[src/rtl/bscrc_defs.svh]
// Register offsets, field positions, reset values and sizes of the CRC unit.
`ifndef BSCRC_DEFS_SVH
`define BSCRC_DEFS_SVH

// ----------------------------------------
// Register byte addresses
// ----------------------------------------
`define BSCRC_OFF_CONTROL      8'h00
`define BSCRC_OFF_INPUT        8'h04
`define BSCRC_OFF_DATA         8'h08
`define BSCRC_OFF_AUTO         8'h0C
`define BSCRC_OFF_COUNT        8'h10
`define BSCRC_OFF_STATUS       8'h14

// ----------------------------------------
// Control and auto register fields
// ----------------------------------------
`define BSCRC_CTL_PNT_LSB      0
`define BSCRC_CTL_VAL_BIT      2
`define BSCRC_CTL_INIT_BIT     3
`define BSCRC_CTL_SEL_BIT      4
`define BSCRC_AUTO_EN_BIT      7

// ----------------------------------------
// Reset values and constants
// ----------------------------------------
`define BSCRC_CTL_RESET        8'h00
`define BSCRC_POLY16           16'h1021
`define BSCRC_POLY32_REFL      32'hEDB88320
`define BSCRC_SECTOR_BYTES     1024
`define BSCRC_PAGE_ADDR_LSB    10

`endif

[src/rtl/bscrc_pkg.sv]
// Types shared by the CRC unit files.
package bscrc_pkg;
   typedef enum logic [1:0] {BSCRC_IDLE, BSCRC_FETCH, BSCRC_FOLD} bscrc_auto_e;
   typedef logic [31:0] bscrc_word_t;
endpackage : bscrc_pkg

[src/rtl/bscrc_engine.sv]
// One-byte update of the running CRC in either polynomial mode.
`timescale 1ns/1ps
`default_nettype none
module bscrc_engine
(
   // Current state and input
   input  wire logic [31:0] crc_in,
   input  wire logic [7:0]  data_byte,
   input  wire logic        mode16,
   // Next state
   output logic      [31:0] crc_out
);
`include "bscrc_defs.svh"

   // ----------------------------------------
   // Bit-serial folding, unrolled by loop
   // ----------------------------------------
   function automatic logic [15:0] step16(input logic [15:0] acc, input logic [7:0] b);
      logic [15:0] a;
      a = acc ^ {b, 8'h00};                                         // see RQ4
      for (int i = 0; i < 8; i++)
         a = a[15] ? ((a << 1) ^ `BSCRC_POLY16) : (a << 1);         // see RQ3, see RQ5
      return a;
   endfunction : step16

   function automatic logic [31:0] step32(input logic [31:0] acc, input logic [7:0] b);
      logic [31:0] a;
      a = acc ^ {24'h000000, b};                                    // see RQ7
      for (int i = 0; i < 8; i++)
         a = a[0] ? ((a >> 1) ^ `BSCRC_POLY32_REFL) : (a >> 1);     // see RQ6, see RQ8
      return a;
   endfunction : step32

   wire logic [15:0] next16 = step16(crc_in[15:0], data_byte);
   wire logic [31:0] next32 = step32(crc_in, data_byte);

   // The upper half is kept in 16-bit mode so a mode switch does not lose it.
   assign crc_out = mode16 ? {crc_in[31:16], next16} : next32;     // see RQ9
endmodule : bscrc_engine
`default_nettype wire

[src/rtl/bscrc_result_mux.sv]
// Byte selection of the result for the pointer-addressed data register.
`timescale 1ns/1ps
`default_nettype none
module bscrc_result_mux
(
   // Selection
   input  wire logic [31:0] result,
   input  wire logic [1:0]  pointer,
   input  wire logic        mode16,
   // Selected byte
   output logic      [7:0]  data_byte
);
   wire logic [1:0] eff = mode16 ? {1'b0, pointer[0]} : pointer;
   assign data_byte = result[eff*8 +: 8];                           // see RQ20
endmodule : bscrc_result_mux
`default_nettype wire

[src/rtl/bscrc_top.sv]
// AXI4-Lite CRC unit with software byte input and automatic flash CRC.
// ----------------------------------------
// Summary of operation
// RQ1: Software bytes enter through the input register.
// RQ2: Result reached via pointer and data register.
// RQ3: 16-bit mode uses polynomial 0x1021, MSB first.
// RQ4: 16-bit: byte XORed into upper result byte.
// RQ5: 16-bit: shift left, XOR poly if MSB.
// RQ6: 32-bit mode uses reflected 0x04C11DB7.
// RQ7: 32-bit: byte XORed into low result byte.
// RQ8: 32-bit: shift right, XOR 0xEDB88320 if LSB.
// RQ9: Select bit: 0 is 32-bit, 1 is 16-bit.
// RQ10: Value bit chooses zeros or ones start.
// RQ11: Writing initialize loads selected start value.
// RQ12: Software picks polynomial, value, then initializes.
// RQ13: Each input write updates result automatically; an input write during an automatic run leaves it unchanged.
// RQ14: Software sets start page and auto enable.
// RQ15: Sector count given; each sector 1024 bytes.
// RQ16: Control write with auto enabled starts run.
// RQ17: Processor stalled until automatic run ends.
// RQ18: Software clears auto enable before reading.
// RQ19: Software sets bank select, runs from common.
// RQ20: Pointer picks result byte, increments per access.
// RQ21: Result held until init, overwrite or input.
// RQ22: Auto run fetches ascending bytes through engine.
// ----------------------------------------
`timescale 1ns/1ps
`default_nettype none
module bscrc_top
   import bscrc_pkg::*;
#(
   parameter int FLASH_AW = 17
)
(
   // Clock and reset
   input  wire logic                clock,
   input  wire logic                rst_n,
   // AXI4-Lite write address
   input  wire logic [7:0]          s_axi_awaddr,
   input  wire logic                s_axi_awvalid,
   output logic                     s_axi_awready,
   // AXI4-Lite write data
   input  wire logic [31:0]         s_axi_wdata,
   input  wire logic [3:0]          s_axi_wstrb,
   input  wire logic                s_axi_wvalid,
   output logic                     s_axi_wready,
   // AXI4-Lite write response
   output logic [1:0]               s_axi_bresp,
   output logic                     s_axi_bvalid,
   input  wire logic                s_axi_bready,
   // AXI4-Lite read address
   input  wire logic [7:0]          s_axi_araddr,
   input  wire logic                s_axi_arvalid,
   output logic                     s_axi_arready,
   // AXI4-Lite read data
   output logic [31:0]              s_axi_rdata,
   output logic [1:0]               s_axi_rresp,
   output logic                     s_axi_rvalid,
   input  wire logic                s_axi_rready,
   // Flash read port
   input  wire logic [1:0]          instruction_bank_select,
   output logic [FLASH_AW-1:0]      flash_addr,
   output logic                     flash_req,
   input  wire logic [7:0]          flash_rdata,
   input  wire logic                flash_rvalid,
   // Processor stall
   output logic                     cpu_stall
);
   import bscrc_pkg::*;
`include "bscrc_defs.svh"

   // ----------------------------------------
   // Reset synchroniser
   // ----------------------------------------
   logic rst_meta_r;
   logic rst_sync_r;
   always_ff @(posedge clock or negedge rst_n)
   begin
      if (!rst_n)
      begin
         rst_meta_r <= 1'b0;
         rst_sync_r <= 1'b0;
      end
      else
      begin
         rst_meta_r <= 1'b1;
         rst_sync_r <= rst_meta_r;
      end
   end
   wire logic rst_n_i = rst_sync_r;

   // ----------------------------------------
   // State
   // ----------------------------------------
   logic              sel_r;
   logic              val_r;
   logic [1:0]        pnt_r;
   logic [7:0]        in_r;
   bscrc_word_t       result_r;
   logic [7:0]        auto_r;
   logic [7:0]        count_r;
   bscrc_auto_e       state_r;
   logic [17:0]       bytes_left_r;
   logic [FLASH_AW-1:0] addr_r;
   logic [7:0]        aw_addr_r;
   logic [31:0]       w_data_r;
   logic [3:0]        w_strb_r;
   logic              aw_full_r;
   logic              w_full_r;
   logic              bvalid_r;
   logic [1:0]        bresp_r;
   logic              rvalid_r;
   logic [31:0]       rdata_r;
   logic [1:0]        rresp_r;

   // ----------------------------------------
   // Write channel capture
   // ----------------------------------------
   // Address and data may arrive in either order; each is held until both are in.
   assign s_axi_awready = !aw_full_r && !bvalid_r;
   assign s_axi_wready  = !w_full_r && !bvalid_r;
   wire logic aw_take = s_axi_awvalid && s_axi_awready;
   wire logic w_take  = s_axi_wvalid && s_axi_wready;
   wire logic have_aw = aw_full_r || aw_take;
   wire logic have_w  = w_full_r || w_take;
   wire logic [7:0]  wr_addr = aw_full_r ? aw_addr_r : s_axi_awaddr;
   wire logic [31:0] wr_data = w_full_r ? w_data_r : s_axi_wdata;
   wire logic [3:0]  wr_strb = w_full_r ? w_strb_r : s_axi_wstrb;
   wire logic wr_fire = have_aw && have_w;
   wire logic wr_lane0 = wr_strb[0];
   wire logic [7:0] wr_byte = wr_data[7:0];

   wire logic wr_ctl   = wr_fire && wr_addr == `BSCRC_OFF_CONTROL;
   wire logic wr_in    = wr_fire && wr_addr == `BSCRC_OFF_INPUT  && wr_lane0;
   wire logic wr_dat   = wr_fire && wr_addr == `BSCRC_OFF_DATA   && wr_lane0;
   wire logic wr_auto  = wr_fire && wr_addr == `BSCRC_OFF_AUTO   && wr_lane0;
   wire logic wr_cnt   = wr_fire && wr_addr == `BSCRC_OFF_COUNT  && wr_lane0;
   wire logic wr_known = wr_addr == `BSCRC_OFF_CONTROL || wr_addr == `BSCRC_OFF_INPUT
                      || wr_addr == `BSCRC_OFF_DATA || wr_addr == `BSCRC_OFF_AUTO
                      || wr_addr == `BSCRC_OFF_COUNT || wr_addr == `BSCRC_OFF_STATUS;
   wire logic wr_ctl_l = wr_ctl && wr_lane0;

   // ----------------------------------------
   // Read decode
   // ----------------------------------------
   assign s_axi_arready = !rvalid_r;
   wire logic rd_take = s_axi_arvalid && s_axi_arready;
   wire logic rd_dat  = rd_take && s_axi_araddr == `BSCRC_OFF_DATA;
   wire logic [7:0] mux_byte;
   wire logic [7:0] ctl_view = {3'b000, sel_r, 1'b0, val_r, pnt_r};
   wire logic busy = state_r != BSCRC_IDLE;
   logic [31:0] rd_word;
   logic        rd_ok;
   always_comb
   begin
      rd_ok   = 1'b1;
      case (s_axi_araddr)
         `BSCRC_OFF_CONTROL : rd_word = {24'h000000, ctl_view};
         `BSCRC_OFF_INPUT   : rd_word = {24'h000000, in_r};
         `BSCRC_OFF_DATA    : rd_word = {24'h000000, mux_byte};    // see RQ2
         `BSCRC_OFF_AUTO    : rd_word = {24'h000000, auto_r};
         `BSCRC_OFF_COUNT   : rd_word = {24'h000000, count_r};
         `BSCRC_OFF_STATUS  : rd_word = {31'h00000000, busy};
         default :
         begin
            rd_word = 32'h00000000;
            rd_ok   = 1'b0;
         end
      endcase
   end

   // ----------------------------------------
   // Byte engine and result selection
   // ----------------------------------------
   wire logic [7:0] fold_byte = busy ? flash_rdata : wr_byte;      // see RQ22
   wire logic [31:0] folded;
   bscrc_engine u_engine
   (
      .crc_in    (result_r),
      .data_byte (fold_byte),
      .mode16    (sel_r),
      .crc_out   (folded)
   );
   bscrc_result_mux u_mux
   (
      .result    (result_r),
      .pointer   (pnt_r),
      .mode16    (sel_r),
      .data_byte (mux_byte)
   );

   // ----------------------------------------
   // Automatic flash sequencer
   // ----------------------------------------
   wire logic start_auto = wr_ctl && auto_r[`BSCRC_AUTO_EN_BIT] && !busy;   // see RQ16
   wire logic [17:0] run_bytes = {count_r, 10'h000};              // see RQ15
   wire logic auto_fold = state_r == BSCRC_FOLD && flash_rvalid;
   wire logic [FLASH_AW-1:0] start_addr =
      FLASH_AW'({instruction_bank_select, auto_r[6:0], 10'h000});
   bscrc_auto_e state_nxt;
   always_comb
   begin
      case (state_r)
         BSCRC_IDLE  : state_nxt = (start_auto && count_r != 8'h00) ? BSCRC_FETCH : BSCRC_IDLE;
         BSCRC_FETCH : state_nxt = BSCRC_FOLD;
         BSCRC_FOLD  : state_nxt = !flash_rvalid ? BSCRC_FOLD
                                 : (bytes_left_r == 18'h00001) ? BSCRC_IDLE : BSCRC_FETCH;
         default     : state_nxt = BSCRC_IDLE;
      endcase
   end
   assign flash_req  = state_r == BSCRC_FETCH;
   assign flash_addr = addr_r;
   assign cpu_stall  = busy;                                        // see RQ17

   // ----------------------------------------
   // Result and pointer next values
   // ----------------------------------------
   wire logic init_now = wr_ctl_l && wr_byte[`BSCRC_CTL_INIT_BIT];
   wire logic new_val  = wr_ctl_l ? wr_byte[`BSCRC_CTL_VAL_BIT] : val_r;
   wire logic [1:0] dat_slot = sel_r ? {1'b0, pnt_r[0]} : pnt_r;
   logic [31:0] result_nxt;
   always_comb
   begin
      result_nxt = result_r;                                        // see RQ21
      if (init_now)
         result_nxt = new_val ? 32'hFFFFFFFF : 32'h00000000;        // see RQ10, see RQ11
      else if (auto_fold || (wr_in && !busy))
         result_nxt = folded;                                       // see RQ1, see RQ13
      else if (wr_dat)
         result_nxt[dat_slot*8 +: 8] = wr_byte;
   end
   wire logic [1:0] pnt_nxt = wr_ctl_l ? wr_byte[1:0]
                            : (wr_dat || rd_dat) ? pnt_r + 2'b01 : pnt_r;   // see RQ20

   // ----------------------------------------
   // Registers
   // ----------------------------------------
   always_ff @(posedge clock or negedge rst_n_i)
   begin
      if (!rst_n_i)
      begin
         sel_r   <= 1'b0;
         val_r   <= 1'b0;
         pnt_r   <= 2'b00;
         in_r    <= 8'h00;
         result_r <= 32'h00000000;
         auto_r  <= 8'h00;
         count_r <= 8'h00;
      end
      else
      begin
         if (wr_ctl_l)
         begin
            sel_r <= wr_byte[`BSCRC_CTL_SEL_BIT];                  // see RQ9
            val_r <= wr_byte[`BSCRC_CTL_VAL_BIT];
         end
         if (wr_in)
            in_r <= wr_byte;
         if (wr_auto)
            auto_r <= wr_byte;                                      // see RQ14
         if (wr_cnt)
            count_r <= wr_byte;
         pnt_r    <= pnt_nxt;
         result_r <= result_nxt;
      end
   end

   always_ff @(posedge clock or negedge rst_n_i)
   begin
      if (!rst_n_i)
      begin
         state_r      <= BSCRC_IDLE;
         bytes_left_r <= 18'h00000;
         addr_r       <= '0;
      end
      else
      begin
         state_r <= state_nxt;
         if (start_auto)
         begin
            bytes_left_r <= run_bytes;
            addr_r       <= start_addr;                             // see RQ22
         end
         else if (auto_fold)
         begin
            bytes_left_r <= bytes_left_r - 18'h00001;
            addr_r       <= addr_r + FLASH_AW'(1);
         end
      end
   end

   // ----------------------------------------
   // Bus handshake registers
   // ----------------------------------------
   always_ff @(posedge clock or negedge rst_n_i)
   begin
      if (!rst_n_i)
      begin
         aw_full_r <= 1'b0;
         w_full_r  <= 1'b0;
         aw_addr_r <= 8'h00;
         w_data_r  <= 32'h00000000;
         w_strb_r  <= 4'h0;
         bvalid_r  <= 1'b0;
         bresp_r   <= 2'b00;
         rvalid_r  <= 1'b0;
         rdata_r   <= 32'h00000000;
         rresp_r   <= 2'b00;
      end
      else
      begin
         if (aw_take)
            aw_addr_r <= s_axi_awaddr;
         if (w_take)
         begin
            w_data_r <= s_axi_wdata;
            w_strb_r <= s_axi_wstrb;
         end
         aw_full_r <= have_aw && !wr_fire;
         w_full_r  <= have_w && !wr_fire;
         if (wr_fire)
         begin
            bvalid_r <= 1'b1;
            bresp_r  <= wr_known ? 2'b00 : 2'b10;
         end
         else if (s_axi_bready)
            bvalid_r <= 1'b0;
         if (rd_take)
         begin
            rvalid_r <= 1'b1;
            rdata_r  <= rd_word;
            rresp_r  <= rd_ok ? 2'b00 : 2'b10;
         end
         else if (s_axi_rready)
            rvalid_r <= 1'b0;
      end
   end
   assign s_axi_bvalid = bvalid_r;
   assign s_axi_bresp  = bresp_r;
   assign s_axi_rvalid = rvalid_r;
   assign s_axi_rdata  = rdata_r;
   assign s_axi_rresp  = rresp_r;
endmodule : bscrc_top
`default_nettype wire

[config.mk]
export PLATFORM = sky130hd
export DESIGN_NAME = bscrc_top
export DESIGN_NICKNAME = d
export VERILOG_FILES = /design/src/rtl/bscrc_pkg.sv /design/src/rtl/bscrc_engine.sv /design/src/rtl/bscrc_result_mux.sv /design/src/rtl/bscrc_top.sv
export VERILOG_INCLUDE_DIRS = /design/src /design/src/rtl
export SDC_FILE = /design/constraint.sdc
export NUM_CORES = 1
export LEC_CHECK = 0
export BUFFER_PORTS_ARGS = -buffer_cell sky130_fd_sc_hd__buf_2
export CORE_UTILIZATION = 60
export DETAILED_ROUTE_END_ITERATION = 8
export GPL_ROUTABILITY_DRIVEN = 0
export PLACE_DENSITY = 0.84
export SYNTH_ARGS = -nofsm -noshare
export SYNTH_HDL_FRONTEND = slang
export SYNTH_SLANG_ARGS = --single-unit
export TNS_END_PERCENT = 5
[constraint.sdc]
create_clock -name clock -period 8.7 [get_ports clock]
set_clock_uncertainty 0.1 [all_clocks]
set_input_delay 1.74 -clock clock [delete_from_list [all_inputs] [get_ports clock]]
set_output_delay 1.74 -clock clock [all_outputs]
set_load 0.005 [all_outputs]
==> impl_summary.md <==
Outcome
The flow ran to the end, and the final reports show no timing, DRC or antenna violations.

STA
The number of pins exceeding their max-slew limit in the final report came to 0. Setup violations remaining at the end of the flow were counted as 0. The timing-limited maximum frequency is 0.2219 GHz. The total count of hold-check failures in the final report is 0.

Adding up every negative setup slack in the final design gives 0 ns. The final critical-path required period is 4.507 ns. The relative max-transition margin is 18.81%. Setup repair after global routing left no endpoint under its margin.

The actual transition at the worst max-transition pin is 1.184 ns. The portion of the clock cycle consumed by the worst path in the final layout is 51.80%.

Route
In this run the remaining antenna-violating nets after routing total 0. The average wire per standard cell is 20.09 um. The detailed router placed 7162 vias in this run. The pre-antenna-repair detailed-routing pass consisted of 6 iterations. In the routed design, unresolved DRC markers number 0.

The final wirelength is 22520 um. The violation count after the first detailed-route iteration is 946. The mean number of vias per cell is 6.389.

Die
The die span in y is 120.2 um. The I/O pin total is 130. The core region is 13450 um2. The die outline area is 14440 um2. The initial utilization of the core area, before any placement, comes to 62.28%. The row count is 42. The floorplan step set the die width to 120.2 um.

Worst setup path
The cell family contributing the most delay on the critical path is compound AO/OA/AOI/OAI gates. The number of buffers and inverters on the critical path is 2. For this design, the slowest cell found on the critical path is sky130_fd_sc_hd__nor3_1. The worst setup path is captured at a flop. The required time of the critical path is 8.95 ns. The arrival time of the worst setup path is 4.76 ns. In this run the worst path has a maximum fanout of 19. The kind of launch point of the worst setup path is an input pin.

The largest single stage delay on the critical path is 1.01 ns. The critical path is of the input pin to flop type. The critical path goes through buf_2, nor4_1, a22oi_1, a2111oi_4, buf_4, a21oi_2, nor3_1, a221oi_1, a21oi_1.

The register-to-register path setup slack is 4.63 ns.

Clock network
The number of buffers created by CTS is 17. For this design, the CTS-stage hold fixing added 0 buffers. The number of setup buffers added after CTS is 0. Clock latency on the worst-skew pair, taken at its later pin, is 0.43 ns.

Post-CTS repair changed the size of 0 cells. The tree is rooted in a sky130_fd_sc_hd__clkbuf_16. The H-tree was split into 4 levels. No sink is reached through more buffers than the 2 on the longest clock path. The clock net in this run drives a total of 130 sinks. TritonCTS built the clock tree. The clock transition at the registers of the reported paths is 0.06 ns.

GRT
The via count of the first global-routing pass was 6774. The leftover overflow at the end of global routing is 0. Entering global routing, the biggest net connects 78 pins. The wire length of the first global-routing pass is 35580 um. The global router's overall resource usage is 32.63%. The number of antenna violations at the first check in global routing is 1.

Worst hold path
The path class of the lowest-slack min-delay path is flop to flop.

Layout
The top cell types in the final layout, fill and taps aside, are sky130_fd_sc_hd__dfrtp_1 (129), sky130_fd_sc_hd__nor2_1 (104), sky130_fd_sc_hd__a21oi_1 (76). The final layout contains 1008 nets. The most frequent standard cell in the layout excluding fill and tap cells is sky130_fd_sc_hd__dfrtp_1.

Relative to the synthesized area, the layout overhead comes to 11.51%. Fill cells in the final layout number 1008. Measured on the finished design, the core utilization comes to 69.45%. The post-route netlist has 20.13% of its cells at a drive strength greater than 1.

Synth
The number of standard cells after synthesis is 866. The Yosys step of the flow raised 0 warnings. The synthesized cell area is 8378 um2.

The number of different library cells used by synthesis comes to 71. Counting flops and latches in the post-synthesis netlist gives 130. For this run, asynchronously set or reset flops after synthesis account for 100.0%.

After synthesis, the mean cell area works out to 9.674 um2. The number of flops mapped to enable cells by yosys is 0. The most used flip-flop cell after synthesis is sky130_fd_sc_hd__dfrtp_1. For this run, the register share of the synthesized area comes to 38.83%.

Pwr
The standby leakage power is 0.004080 uW. The maximum vdd ir drop is 0.0003022 V. The total power per unit cell area is 448.3 nW/um2.

Run
The number of max-cap violations is 0.

Placed design
Detailed placement ended at an HPWL of 15750 um. The number of input and output port buffers inserted is 74.
## path summary, 6_finish.rpt
path / from / end / cells after the start
hold reg to reg: rst_meta_r / rst_n_i / 0
hold / removal: rst_meta_r / rst_n_i / 0
setup / recovery: s_axi_awaddr[0] / result_r[24] / 9
min in group asynchronous: rst_n_i / bytes_left_r[6] / 0
max in group asynchronous: rst_n_i / s_axi_rdata[2] / 1
setup reg to reg: w_full_r / result_r[24] / 8
## worst reg2reg max path: cells and delay by family, from the launching register on
| kind | cells | cell delay (ns) |
|---|---|---|
| compound gates | 2 | 0.46 |
| xor+xnor | 4 | 1.64 |
| flops | 1 | 0.91 |
| mux | 2 | 0.80 |
## synth_stat cells, types with 3 or more instances
master                       n  area [um2]
sky130_fd_sc_hd__dfrtp_1   130        3253
sky130_fd_sc_hd__nor2_1    105       394.1
sky130_fd_sc_hd__a21oi_1    76       380.4
sky130_fd_sc_hd__nand2_1    63       236.5
sky130_fd_sc_hd__o21ai_0    57       285.3
sky130_fd_sc_hd__xnor2_1    53       464.2
sky130_fd_sc_hd__xor2_1     38       332.8
sky130_fd_sc_hd__mux2_2     28       315.3
sky130_fd_sc_hd__buf_4      26       195.2
sky130_fd_sc_hd__clkbuf_1   26       97.59
sky130_fd_sc_hd__nand3_1    24       120.1
sky130_fd_sc_hd__mux2i_1    22       220.2
sky130_fd_sc_hd__inv_1      18       67.56
sky130_fd_sc_hd__nor3_1     17       85.08
sky130_fd_sc_hd__o211ai_1   12       90.09
sky130_fd_sc_hd__a221oi_1    8       70.07
sky130_fd_sc_hd__mux4_2      8       180.2
sky130_fd_sc_hd__nand4_1     8       50.05
sky130_fd_sc_hd__or3_1       8       50.05
sky130_fd_sc_hd__a222oi_1    7       70.07
sky130_fd_sc_hd__a31oi_1     7       43.79
sky130_fd_sc_hd__ha_1        7       87.58
sky130_fd_sc_hd__buf_2       6       30.03
sky130_fd_sc_hd__mux2i_4     6       135.1
sky130_fd_sc_hd__nor4_1      6       37.54
sky130_fd_sc_hd__o22ai_1     6       37.54
sky130_fd_sc_hd__or2_2       6       37.54
sky130_fd_sc_hd__a22oi_1     5       37.54
sky130_fd_sc_hd__and2_1      5       31.28
sky130_fd_sc_hd__and3_1      5       31.28
sky130_fd_sc_hd__o311ai_0    5       43.79
sky130_fd_sc_hd__xnor2_4     5       137.6
sky130_fd_sc_hd__nor2b_1     4       25.02
sky130_fd_sc_hd__a22o_1      3       26.28
sky130_fd_sc_hd__and4_1      3       26.28
sky130_fd_sc_hd__xnor3_1     3       67.56
sky130_fd_sc_hd__xor2_4      3       82.58
## sequential cells by signal, indices dropped and copies added, names as in the netlist, 2 cells and up
name / cells
result_r: 32
bytes_left_r: 18
flash_addr: 17
auto_r: 8
aw_addr_r: 8
count_r: 8
in_r: 8
s_axi_rdata: 8
w_data_r: 8
pnt_r: 2
state_r: 2
## layer usage
metal | vias to the layer above | track usage (%) | routed length [um]
met1 | 3435 | 42.11 | 8830
met5 | - | 0 | 0
met3 | 101 | 8.365 | 2344
li1 | 3179 | - | -
met4 | 0 | 16.88 | 984
met2 | 447 | 50.57 | 10360
## kinds of logic (layout without fill, tap and decap cells)
kind of cell,after synthesis,in the layout,synth area share [%]
AND/OR/NAND/NOR,267,267,14.98
AO/OA/AOI/OAI,208,208,15.41
flip-flops,130,130,38.83
XOR/XNOR,106,106,13.83
buffers and inverters,78,131,4.973
multiplexers,68,68,10.84
adder cells (fa/ha/maj),7,7,1.045
other,2,28,0.08964
## stage by stage
stage	std cells	instance area, um2	worst slack [ns]	hold slack (ns)	power (uW)
floorplan	891	8472	4.699	0.2312	2930
global placement	1088	8772	3.853	0.2353	3325
detailed placement	1088	8772	3.825	0.2471	3406
CTS	1120	9340	4.268	0.2613	4125
global route	1120	9340	4.001	0.2685	4402
finish	1121	9343	4.193	0.2609	4188
## power breakdown
group	internal, uW	total [uW]	switching, uW
combinational	1140	2440	1300
sequential	794	1060	265
clock	403	692	289
## area by class of cell
type,instances,area (um2),area share (%)
diodes,1,2.502,0.02678
clock buffers,18,439.2,4.701
clock inverters,14,128.9,1.379
inverters,18,67.56,0.7232
multi-input cells,683,4805,51.43
flip-flops and latches,130,3257,34.86
well taps,176,220.2,2.357
repair buffers,81,422.9,4.527
No activity file was read; power rests on OpenSTA's default activity.
